## src/design/progbus_pkg.sv

```systemverilog
package progbus_pkg;
  // ------------------------------------------------------------------
  // timing
  // ------------------------------------------------------------------
  localparam int unsigned CLK_PERIOD_NS = 10;
  localparam int unsigned CLKS_PER_MCYCLE = 4;
  localparam int unsigned RESET_MCYCLES = 2;
  localparam int unsigned RESET_CLKS = RESET_MCYCLES * CLKS_PER_MCYCLE;
  // ------------------------------------------------------------------
  // memory map
  // ------------------------------------------------------------------
  localparam int unsigned INTERNAL_ROM_BYTES = 32768;
  localparam int unsigned INTERNAL_ROM_ADDR_BITS = 15;
  // ------------------------------------------------------------------
  // phases of a machine cycle (counter values), then reset values
  // ------------------------------------------------------------------
  localparam logic [1:0] PH_ADDR = 2'h0;
  localparam logic [1:0] PH_TURN = 2'h1;
  localparam logic [1:0] PH_STROBE = 2'h2;
  localparam logic [1:0] PH_SAMPLE = 2'h3;
  localparam logic [7:0] DATA_RESET = 8'hff;
  localparam logic [15:0] ADDR_RESET = 16'h0000;
endpackage : progbus_pkg
```

## src/design/ext_program_memory_bus_ctrl.sv

```systemverilog
`timescale 1ns/1ps
module ext_program_memory_bus_ctrl (
  // clock and raw reset pin
  input wire logic sys_clk,
  input wire logic rst,
  input wire logic reset_pin,
  // straps
  input wire logic external_access_select,
  // core request side
  input wire logic fetch_req,
  input wire logic code_table_read,
  input wire logic [15:0] fetch_addr,
  output logic fetch_ack,
  output logic fetch_external,
  output logic [7:0] fetch_data,
  output logic core_reset,
  // external bus
  output logic addr_latch_strobe,
  output logic program_store_strobe_n,
  output logic [7:0] low_port_out,
  output logic low_port_oe_n,
  input wire logic [7:0] low_port_in,
  output logic [7:0] high_port_out,
  output logic high_port_oe_n
);
  // ------------------------------------------------------------------
  // pin synchronisers
  // ------------------------------------------------------------------
  logic [2:0] rst_sync_reg;
  logic [2:0] sel_sync_reg;
  logic rst_pin_reg;
  logic sel_reg;

  // three flops; a change counts once second and third agree
  always_ff @(posedge sys_clk or posedge rst) begin
    if (rst) begin
      rst_sync_reg <= 3'h7;
      sel_sync_reg <= 3'h7;
    end else begin
      rst_sync_reg <= {rst_sync_reg[1:0], reset_pin};
      sel_sync_reg <= {sel_sync_reg[1:0], external_access_select};
    end
  end

  always_ff @(posedge sys_clk or posedge rst) begin
    if (rst) begin
      rst_pin_reg <= 1'b1;
      sel_reg <= 1'b1;
    end else begin
      if (rst_sync_reg[1] == rst_sync_reg[2])
        rst_pin_reg <= rst_sync_reg[2];
      if (sel_sync_reg[1] == sel_sync_reg[2])
        sel_reg <= sel_sync_reg[2];
    end
  end

  // ------------------------------------------------------------------
  // machine cycle phase counter
  // ------------------------------------------------------------------
  logic [1:0] phase_reg;

  // free-running; one wrap is one machine cycle
  always_ff @(posedge sys_clk or posedge rst) begin
    if (rst)
      phase_reg <= progbus_pkg::PH_ADDR;
    else
      phase_reg <= phase_reg + 2'h1;
  end

  // ------------------------------------------------------------------
  // reset qualification
  // ------------------------------------------------------------------
  logic [3:0] rst_cnt_reg;
  localparam logic [3:0] RST_CLKS = 4'(progbus_pkg::RESET_CLKS);

  // glitches shorter than two machine cycles never reset the core
  always_ff @(posedge sys_clk or posedge rst) begin
    if (rst) begin
      rst_cnt_reg <= 4'h0;
      core_reset <= 1'b1;
    end else if (!rst_pin_reg) begin
      rst_cnt_reg <= 4'h0;
      core_reset <= 1'b0;
    end else if (rst_cnt_reg < RST_CLKS - 4'h1) begin
      rst_cnt_reg <= rst_cnt_reg + 4'h1;
    end else begin
      core_reset <= 1'b1;
    end
  end

  // ------------------------------------------------------------------
  // access decode
  // ------------------------------------------------------------------
  function automatic logic is_external(input logic sel,
                                       input logic [15:0] addr);
    // internal only when select high and address inside 32 KB
    is_external = !sel ||
      (addr[15:progbus_pkg::INTERNAL_ROM_ADDR_BITS] != 1'b0);
  endfunction : is_external

  typedef enum {ST_IDLE, ST_INT, ST_EXT} acc_state_t;
  acc_state_t state_reg;
  logic [15:0] addr_reg;

  // a request is taken only in the last phase (PH_SAMPLE) of a machine cycle
  always_ff @(posedge sys_clk or posedge rst) begin
    if (rst) begin
      state_reg <= ST_IDLE;
      addr_reg <= progbus_pkg::ADDR_RESET;
    end else if (core_reset) begin
      state_reg <= ST_IDLE;
    end else begin
      unique case (state_reg)
        ST_IDLE: begin
          if ((fetch_req || code_table_read) &&
              phase_reg == progbus_pkg::PH_SAMPLE) begin
            addr_reg <= fetch_addr;
            state_reg <= is_external(sel_reg, fetch_addr) ? ST_EXT : ST_INT;
          end
        end
        ST_INT, ST_EXT: begin
          if (phase_reg == progbus_pkg::PH_SAMPLE)
            state_reg <= ST_IDLE;
        end
      endcase
    end
  end

  // ------------------------------------------------------------------
  // bus drive: address, latch strobe, turnaround, program strobe
  // ------------------------------------------------------------------
  logic ext_now;
  assign ext_now = (state_reg == ST_EXT);

  always_ff @(posedge sys_clk or posedge rst) begin
    if (rst) begin
      addr_latch_strobe <= 1'b0;
      program_store_strobe_n <= 1'b1;
      low_port_out <= progbus_pkg::DATA_RESET;
      low_port_oe_n <= 1'b1;
      high_port_out <= 8'h00;
      high_port_oe_n <= 1'b1;
    end else if (core_reset) begin
      // a core reset in mid-access must not leave a strobe stuck active
      addr_latch_strobe <= 1'b0;
      program_store_strobe_n <= 1'b1;
      low_port_oe_n <= 1'b1;
      high_port_oe_n <= 1'b1;
    end else begin
      // latch strobe is a one-clock pulse; only acceptance raises it
      addr_latch_strobe <= 1'b0;
      if (state_reg == ST_IDLE && !core_reset &&
          (fetch_req || code_table_read) &&
          phase_reg == progbus_pkg::PH_SAMPLE &&
          is_external(sel_reg, fetch_addr)) begin
        addr_latch_strobe <= 1'b1;
        low_port_out <= fetch_addr[7:0];
        low_port_oe_n <= 1'b0;
        high_port_out <= fetch_addr[15:8];
        high_port_oe_n <= 1'b0;
      end else if (ext_now && phase_reg == progbus_pkg::PH_ADDR) begin
        low_port_oe_n <= 1'b1;
      end else if (ext_now && phase_reg == progbus_pkg::PH_TURN) begin
        program_store_strobe_n <= 1'b0;
      end else if (ext_now && phase_reg == progbus_pkg::PH_SAMPLE) begin
        program_store_strobe_n <= 1'b1;
        high_port_oe_n <= 1'b1;
      end
    end
  end

  // ------------------------------------------------------------------
  // answer to the core
  // ------------------------------------------------------------------
  always_ff @(posedge sys_clk or posedge rst) begin
    if (rst) begin
      fetch_data <= progbus_pkg::DATA_RESET;
      fetch_external <= 1'b0;
    end else if (ext_now && phase_reg == progbus_pkg::PH_SAMPLE) begin
      fetch_data <= low_port_in;
      fetch_external <= 1'b1;
    end else if (state_reg == ST_INT &&
                 phase_reg == progbus_pkg::PH_SAMPLE) begin
      fetch_external <= 1'b0; // internal array supplies the byte
    end
  end

  assign fetch_ack = (state_reg != ST_IDLE) &&
                     (phase_reg == progbus_pkg::PH_SAMPLE);

  // ------------------------------------------------------------------
  // checks
  // ------------------------------------------------------------------
  AST_INT_NO_STROBE: assert property (
    @(posedge sys_clk) disable iff (rst)
    state_reg == ST_INT |-> program_store_strobe_n)
    else $error("program strobe active on internal access");
  AST_INT_NO_DRIVE: assert property (
    @(posedge sys_clk) disable iff (rst)
    state_reg == ST_INT |-> low_port_oe_n && high_port_oe_n)
    else $error("bus driven on internal access");
  AST_ALE_THEN_PROGRAM_STORE_STROBE: assert property (
    @(posedge sys_clk) disable iff (rst)
    $fell(addr_latch_strobe) && ext_now |-> ##1 !program_store_strobe_n)
    else $error("program strobe not one clock after latch strobe");
  AST_RELEASE: assert property (
    @(posedge sys_clk) disable iff (rst)
    !program_store_strobe_n |-> low_port_oe_n)
    else $error("low port driven under program strobe");
  AST_ALE_ADDR: assert property (
    @(posedge sys_clk) disable iff (rst)
    addr_latch_strobe |-> !low_port_oe_n && low_port_out == addr_reg[7:0])
    else $error("latch strobe without low address");
  AST_HIGH_ADDR: assert property (
    @(posedge sys_clk) disable iff (rst)
    !program_store_strobe_n |-> !high_port_oe_n &&
      high_port_out == addr_reg[15:8])
    else $error("upper address missing");
  AST_MCYCLE: assert property (
    @(posedge sys_clk) disable iff (rst)
    phase_reg == progbus_pkg::PH_ADDR |-> ##4
      phase_reg == progbus_pkg::PH_ADDR)
    else $error("machine cycle not four clocks");
  // eight qualified clocks: the count runs 0..7, the next edge sets reset
  AST_RESET_QUAL: assert property (
    @(posedge sys_clk) disable iff (rst)
    ($rose(rst_pin_reg) && !core_reset) ##1 rst_pin_reg [*7] |->
      !core_reset ##1 core_reset)
    else $error("reset not qualified after two machine cycles");
  AST_RESET_EARLY: assert property (
    @(posedge sys_clk) disable iff (rst)
    $rose(rst_pin_reg) && !core_reset |-> !core_reset [*8])
    else $error("core reset before two machine cycles");
  AST_PROGRAM_STORE_STROBE_WIDTH: assert property (
    @(posedge sys_clk) disable iff (rst)
    $fell(program_store_strobe_n) |-> !program_store_strobe_n [*2]
      ##1 program_store_strobe_n)
    else $error("program strobe width wrong");
  AST_EXT_DECODE: assert property (
    @(posedge sys_clk) disable iff (rst)
    state_reg == ST_IDLE && !core_reset && fetch_req &&
    phase_reg == progbus_pkg::PH_SAMPLE && !sel_reg |=> ext_now)
    else $error("select low did not force external fetch");

  CV_EXT_FETCH: cover property (@(posedge sys_clk) disable iff (rst)
    ext_now && fetch_ack);
  CV_INT_FETCH: cover property (@(posedge sys_clk) disable iff (rst)
    state_reg == ST_INT && fetch_ack);
  CV_TABLE_READ: cover property (@(posedge sys_clk) disable iff (rst)
    code_table_read && addr_latch_strobe);
  CV_CORE_RESET: cover property (@(posedge sys_clk) disable iff (rst)
    $rose(core_reset));
endmodule : ext_program_memory_bus_ctrl

```

## config.mk

```make
export PLATFORM = sky130hd
export DESIGN_NAME = ext_program_memory_bus_ctrl
export DESIGN_NICKNAME = d
export VERILOG_FILES = /design/src/design/progbus_pkg.sv /design/src/design/ext_program_memory_bus_ctrl.sv
export SDC_FILE = /design/constraint.sdc
export NUM_CORES = 1
export LEC_CHECK = 0
export BUFFER_PORTS_ARGS = -buffer_cell sky130_fd_sc_hd__buf_2
export CORE_MARGIN = 8
export CORE_UTILIZATION = 45
export CTS_BUF_LIST = sky130_fd_sc_hd__clkbuf_4 sky130_fd_sc_hd__clkbuf_8
export CTS_CLUSTER_SIZE = 10
export DETAILED_ROUTE_END_ITERATION = 8
export PLACE_DENSITY_LB_ADDON = 0.3
export SYNTH_ARGS = -nofsm -noshare
export SYNTH_HDL_FRONTEND = slang
export SYNTH_SLANG_ARGS = --single-unit
```

## constraint.sdc

```tcl
create_clock -name sys_clk -period 2.2 [get_ports sys_clk]
set_clock_uncertainty 0.15 [all_clocks]
set_input_delay 0.11 -clock sys_clk [delete_from_list [all_inputs] [get_ports sys_clk]]
set_output_delay 0.11 -clock sys_clk [all_outputs]
set_load 0.1 [all_outputs]
```

==> results by group, run 1 <==
Status
  – Status: finished clean

Yosys
  – Mapped Area: 0.001891 mm2
  – FF+latch count, synth: 46
  – Sequential area share after synthesis: 62.74%
  – Post-synthesis net count: 162
  – Average cell area after synthesis: roughly 15 um2
  – Yosys cell types: 31
  – Synth Instances: 125
  – YS warnings: 0

Routing
  – Mean routed wirelength per cell: 16.21 um
  – Final WL: about 4.4 mm
  – Iter 0 DRT Violations: 59
  – Via density per instance: 4.922
  – Post-route ant nets: 0
  – Vias: 1329
  – DRC Markers: 0
  – First drt pass iteration count: 4

Setup path
  – Largest stage delay on the critical path: roughly 0.39 ns
  – Critical Path Stages: 5
  – Buf/Inv on CP: 1
  – Worst R2R End: state_reg[1]
  – CP delay by family, top: flip-flops
  – CP required: 2.23 ns
  – Slowest stage cell, crit path: dfrtp_1
  – R2R Setup Slk: 0.21 ns
  – Startpoint Class: flip-flop
  – Critical path type: flip-flop to flip-flop
  – Max FO, Critical Path: 4
  – Crit-path cells: inv_1 > ha_1 > or3b_1 > a21oi_1 > mux2_2
  – Arrival time of the worst setup path: 2.02 ns
  – Register-to-Register Path Depth: 5
  – Critical path endpoint category: flip-flop
  – Worst r2r src: state_reg[0]

Placed design
  – Pre-CTS setup slack: 0.2214 ns
  – HPWL Detailed: 2.985 mm
  – Buffers on Ports: 60
  – Gpl congestion: 0.7342

Clock tree
  – Clock Path Buffers: 2
  – Depth of the CTS H-tree: 2
  – Hold_buf cts: 27
  – Clk slew on worst S/H paths: 0.08 ns
  – Root buf cell: clkbuf_8
  – Clock Latency Late Sink: ~0.3 ns
  – Clock sink total: 46
  – Post-cts resize count: 0
  – Setup Buffers After CTS: 0
  – Num CTS Buffers: 5
  – CTS tree: yes

Global route
  – Met1 Usage GRT: 14.87%
  – Met2 Resource Use GR: 25.58%
  – Vias in the first global route: 1514
  – GRT busiest layer: met2
  – First-pass GRT wire length: 7.120 mm
  – Antenna violations before repair: 0
  – M3 GR Usage: 4.194%
  – Total grt overflow: 0
  – Gr usage total: 14.09%
  – Pin count of the biggest net entering global routing: 28

Timing
  – Hold Vio Cnt, Final: 0
  – Hold WS: 0.1440 ns
  – Tcrit/Tclk final: 90.49%
  – Worst slew pin tran: 0.6724 ns
  – RSZ-0062 raised after global routing: false
  – Setup ws final: 0.2093 ns
  – TNS Setup: 0 ns
  – Rel. slew slack: a little over half
  – Maximum clock rate: 0.5023 GHz
  – Pins over their slew limit: 0
  – Final Critical Period: 1.991 ns
  – Setup violators final: 0

Die
  – IO Count: 61
  – Core Region: 0.004029 mm2
  – Core Rows: 23
  – Die X-Extent: 80.82 um
  – Initial core utilization: 46.93%
  – Die Y: 80.82 um
  – Die area: ~0.0065 mm2

Worst hold path
  – Hold_sp: fetch_req
  – Hold EP: low_port_oe_n
  – Hold path depth: 4
  – Worst min-delay path class: input port to flip-flop

Finish
  – Area Overhead vs Synth: 39.11%
  – N_diodes: 0
  – Top Registers: fetch_data: 8 flops, high_port_out: 8 flops, low_port_out: 8 flops
  – Layout cells sized above 1: 57.27%
  – Nets: 256
  – Finished Core Util: 65.28%

Flow run
  – Max Cap Viol: 0
==> per-stage QoR <==
step / std cells / area [um2]
after floorplan: 125 / 1893
after global placement: 235 / 2265
after detailed placement: 235 / 2265
after CTS: 270 / 2630
after global routing: 270 / 2630
final: 270 / 2630
==> tightest hold or removal path: cells and delay by family <==
family | cells | cell delay (ns)
buffers and inverters | 1 | 0.09
AND/OR/NAND/NOR | 1 | 0.14
AO/OA/AOI/OAI | 2 | 0.24
==> metal layers <==
layer | vias up | wire [um]
li1 | 618 | -
met1 | 664 | 1657
met2 | 38 | 2442
met3 | 9 | 205
met4 | 0 | 73
met5 | - | 0
==> synthesized netlist by cell type (all sizes together) <==
master / instances / area (um2)
and2b: 1 / 10.01
mux2i: 2 / 20.02
o2bb2ai: 1 / 8.760
o21ai: 2 / 10.01
a21boi: 1 / 7.510
o211ai: 1 / 12.51
clkbuf: 1 / 3.750
and2: 1 / 6.260
nor2: 6 / 22.52
or3: 1 / 6.260
nand2: 5 / 18.77
a22o: 1 / 8.760
inv: 6 / 22.52
ha: 7 / 87.58
o21a: 2 / 15.01
maj3: 2 / 20.02
o21bai: 1 / 7.510
o2111ai: 1 / 8.760
nor4bb: 1 / 10.01
nor3: 2 / 21.27
or3b: 1 / 8.760
dfstp: 28 / 735.7
and4b: 1 / 10.01
nor2b: 3 / 18.77
buf: 1 / 15.01
dfrtp: 18 / 450.4
mux2: 24 / 300.3
a21oi: 3 / 15.01
xor2: 1 / 8.760
==> final cells by class <==
| type | count | area (um2) |
|---|---|---|
| repair buffers | 89 | 598.1 |
| multi-input cells | 71 | 665.6 |
| clock inverters | 1 | 5.005 |
| clock buffers | 7 | 90.09 |
| well taps | 50 | 62.56 |
| fillers | 313 | 1399 |
| flip-flops and latches | 46 | 1186 |
| inverters | 6 | 22.52 |
==> layout by cell type, fill, tap and decap left out, types with 2 or more instances in the layout <==
cell type | synthesis | routed
a21oi_1 | 3 | 3
buf_2 | 0 | 60
clkbuf_8 | 0 | 6
dfrtp_1 | 18 | 18
dfstp_2 | 28 | 28
dlygate4sd3_1 | 0 | 27
ha_1 | 7 | 7
inv_1 | 6 | 5
maj3_1 | 2 | 2
mux2_2 | 16 | 16
mux2_4 | 8 | 8
mux2i_1 | 2 | 2
nand2_1 | 5 | 5
nor2_1 | 6 | 6
nor2b_1 | 3 | 2
o21a_1 | 2 | 2
o21ai_0 | 2 | 2
==> kinds of logic (layout without fill, tap and decap cells) <==
logic type                 count (synthesis)  after routing  share of synthesized area [%]
DFF                                       46             46                          62.74
muxes                                     26             26                          16.94
and+or+nand+nor                           22             22                          7.016
AOI/OAI and AO/OA                         13             13                          4.964
adders and majority gates                  9              9                          5.691
buffers and inverters                      8            103                          2.183
xor gates and xnor gates                   1              1                         0.4634
==> how the worst max path moves through the flow <==
stage | start | end | slack [ns]
floorplan | core_reset | high_port_out[3] | 0.17
global placement | state_reg[0] | state_reg[1] | 0.33
detailed placement | state_reg[0] | state_reg[1] | 0.22
CTS | state_reg[0] | state_reg[1] | 0.21
global route | state_reg[0] | state_reg[1] | 0.09
finish | state_reg[0] | state_reg[1] | 0.21
Power of run 1 is not shown: default switching activity piles up to over one toggle a cycle in this logic, so the estimate is an artifact.
==> inputs of run 2 (changes only) <==
--- a/config.mk
+++ b/config.mk
@@ -5,9 +5,10 @@
 export SDC_FILE = /design/constraint.sdc
 export NUM_CORES = 1
 export LEC_CHECK = 0
+export ABC_AREA = 1
 export BUFFER_PORTS_ARGS = -buffer_cell sky130_fd_sc_hd__buf_2
 export CORE_MARGIN = 8
-export CORE_UTILIZATION = 45
+export CORE_UTILIZATION = 50
 export CTS_BUF_LIST = sky130_fd_sc_hd__clkbuf_4 sky130_fd_sc_hd__clkbuf_8
 export CTS_CLUSTER_SIZE = 10
 export DETAILED_ROUTE_END_ITERATION = 8
==> results by group, run 2 <==
Finish
  – Commonest non-fill, non-tap cell in the layout: nand2_1
  – Area Overhead vs Synth: 38.50%
  – N_diodes: 0 (unchanged)
  – Top Registers: fetch_data: 8 flops, high_port_out: 8 flops, low_port_out: 8 flops
  – Nets: 326 (+27%)
  – Commonest cells after routing, fill and taps aside: nand2_1 (93), buf_2 (60), dfstp_2 (28), dlygate4sd3_1 (27), dfrtp_1 (18)
  – Layout cells sized above 1: 35.86% (-21 points)

Global route
  – Total grt overflow: 0 (unchanged)
  – GRT busiest layer: met2
  – Antenna violations before repair: 0 (unchanged)
  – Vias in the first global route: 1650 (+9.0%)
  – Met1 Usage GRT: 18.68% (+3.8 points)
  – Pin count of the biggest net entering global routing: 28 (unchanged)
  – Met2 Resource Use GR: 25.56% (about the same)
  – Gr usage total: 15.72% (+1.6 points)
  – M3 GR Usage: 6.682% (+2.5 points)
  – First-pass GRT wire length: 7.741 mm (+8.7%)

Setup path
  – Arrival time of the worst setup path: 1.54 ns (-0.48 ns)
  – CP startpoint: phase_reg[0]
  – Buf/Inv on CP: 2 (+1)
  – Worst R2R End: low_port_out[0]
  – Register-to-Register Path Depth: 8 (+3)
  – Critical Path Stages: 4 (-1)
  – CP required: 1.94 ns (-0.29 ns)
  – Slowest stage cell, crit path: buf_2
  – Largest stage delay on the critical path: 0.43 ns (+0.04 ns)
  – R2R Setup Slk: 0.50 ns (+0.29 ns)
  – Max FO, Critical Path: 4 (unchanged)
  – Crit-path cells: ha_1 > inv_2 > nor2_1 > buf_2
  – Critical path endpoint category: primary output
  – Worst r2r src: state_reg[0]
  – CP delay by family, top: buffers and inverters
  – Startpoint Class: flip-flop
  – Critical path type: flip-flop to primary output
  – Worst Setup EP: fetch_ack

Placed design
  – Buffers on Ports: 60 (unchanged)
  – Gpl congestion: 0.7812 (+6.4%)
  – HPWL Detailed: 2.919 mm (-2.2%)

Routing
  – Post-route ant nets: 0 (unchanged)
  – First drt pass iteration count: 4 (unchanged)
  – DRC Markers: 0 (unchanged)
  – Mean routed wirelength per cell: 12.99 um (-20%)
  – Via density per instance: 4.618 (-6.2%)
  – Final WL: 4.389 mm (+0.25%)
  – Iter 0 DRT Violations: 57 (-3.4%)
  – Vias: 1561 (+17%)

Yosys
  – Sequential area share after synthesis: 62.49% (-0.25 points)
  – Average cell area after synthesis: 9.635 um2 (-36%)
  – Mapped Area: 0.001898 mm2 (+0.40%)
  – Top-area cell type share of the netlist area: 38.76% (-0.15 points)
  – Post-synth EDFFs: 0 (unchanged)
  – YS warnings: 0 (unchanged)
  – Post-synth top flop: dfstp_2
  – Count leader, synth: nand2_1
  – Cell taking the most area after synthesis: dfstp_2
  – Synth Instances: 197 (+58%)
  – Area contributors post-synth: dfstp_2 (39%), dfrtp_1 (24%), nand2_1 (18%), ha_1 (4.6%), inv_1 (3.4%)
  – Yosys cell types: 23 (-26%)
  – FF+latch count, synth: 46 (unchanged)
  – Post-synthesis net count: 234 (+44%)
  – Most frequent cells after synthesis: nand2_1 (93), dfstp_2 (28), dfrtp_1 (18)
  – Async set-reset flop share out of synthesis: 100.0% (unchanged)

Die
  – IO Count: 61 (unchanged)
  – Die area: 0.006023 mm2 (-7.8%)
  – Core Region: 0.003661 mm2 (-9.1%)
  – Core Rows: 22 (-4.3%)
  – Die Y: 77.61 um (-4.0%)
  – Die X-Extent: 77.61 um (-4.0%)
  – Initial core utilization: 51.85% (+4.9 points)

Timing
  – RSZ-0062 raised after global routing: false
  – Maximum clock rate: 0.5552 GHz (+11%)
  – Final Critical Period: 1.801 ns (-0.1894 ns)
  – Hold Vio Cnt, Final: 0 (unchanged)
  – Tcrit/Tclk final: 81.88% (-8.6 points)
  – Rel. slew slack: 38.04% (-17 points)
  – Worst slew pin tran: 0.9236 ns (+0.2512 ns)
  – Pins over their slew limit: 0 (unchanged)
  – Setup violators final: 0 (unchanged)
  – TNS Setup: 0 ns (unchanged)

Status
  – Status: finished clean

Worst hold path
  – Worst min-delay path class: flip-flop to flip-flop

Clock tree
  – CTS tree: yes
  – Num CTS Buffers: 5 (unchanged)
  – Clock sink total: 46 (unchanged)
  – Root buf cell: clkbuf_8
  – Clock Path Buffers: 2 (unchanged)
  – Post-cts resize count: 0 (unchanged)
  – Depth of the CTS H-tree: 2 (unchanged)
  – Clock Latency Late Sink: 0.29 ns (about the same)
  – Clk slew on worst S/H paths: 0.08 ns (about the same)

Flow run
  – Max Cap Viol: 0 (unchanged)
-- run 2: cell count changes in the layout (fill, tap and decap cells not counted), sizes merged, moves of 2 or more --
cell / change
nand3: +8
nand2: +88
o21ai: +3
inv: +13
nor2b: -3
mux2i: -2
o21a: -2
mux2: -24
-- run 2: how the worst min path moves through the flow --
stage	endpoint	depth (start not counted)	from
after floorplan	rst_sync_reg[0]	0	reset_pin
after global placement	rst_sync_reg[0]	1	reset_pin
after detailed placement	sel_sync_reg[0]	1	external_access_select
after CTS	rst_sync_reg[1]	0	rst_sync_reg[0]
after global routing	rst_sync_reg[1]	0	rst_sync_reg[0]
final	rst_sync_reg[1]	0	rst_sync_reg[0]
-- run 2: cells by family after synthesis --
family          count (synthesis)  share of synthesized area (%)
simple gates                  110                          23.67
flops                          46                          62.49
buf+inv                        23                          5.405
compound gates                  9                          2.769
fa+ha+maj                       9                          5.669
-- run 2: layout make-up --
cell class / instances / area [um2]
sequential: 46 / 1186
fill: 278 / 1032
multi-input combinational: 128 / 609.3
timing repair buffer: 89 / 585.6
clock buffer: 7 / 83.83
inverter: 19 / 73.82
tap: 48 / 60.06
clock inverter: 1 / 30.03
-- run 2: routing by layer --
metal  vias to the layer above  share of wire, %
met3                         5               7.1
met4                         0               1.1
met1                       727                43
li1                        783                 -
met2                        46                49
met5                         -                 0
-- run 2: through the flow --
step	cells	area (um2)	hold slack [ns]	utilization (%)	setup slack (ns)
floorplan	197	1898	-0.03552	-	0.05524
global placement	303	2245	0.06548	61.31	0.5636
detailed placement	303	2245	0.06634	61.31	0.5115
CTS	338	2629	0.2112	71.80	0.3727
global route	338	2629	0.2209	71.80	0.2834
finish	338	2629	0.2058	71.80	0.3987
-- run 2: worst reg2reg max path, cell delays in order (launching register included) --
cell and delay (ns):
dfrtp_1 0.40, inv_1 0.09, ha_1 0.17, inv_1 0.05
nor2_2 0.14, nand3_4 0.26, inv_4 0.24, nand2_1 0.08
nand2_1 0.07
-- run 2: timing repair --
action                    in CTS  in global routing
hold endpoints to repair      39                  0
setup buffers                  0                  0
hold buffers                  27                  0
Power of run 2 is left out for the same reason.
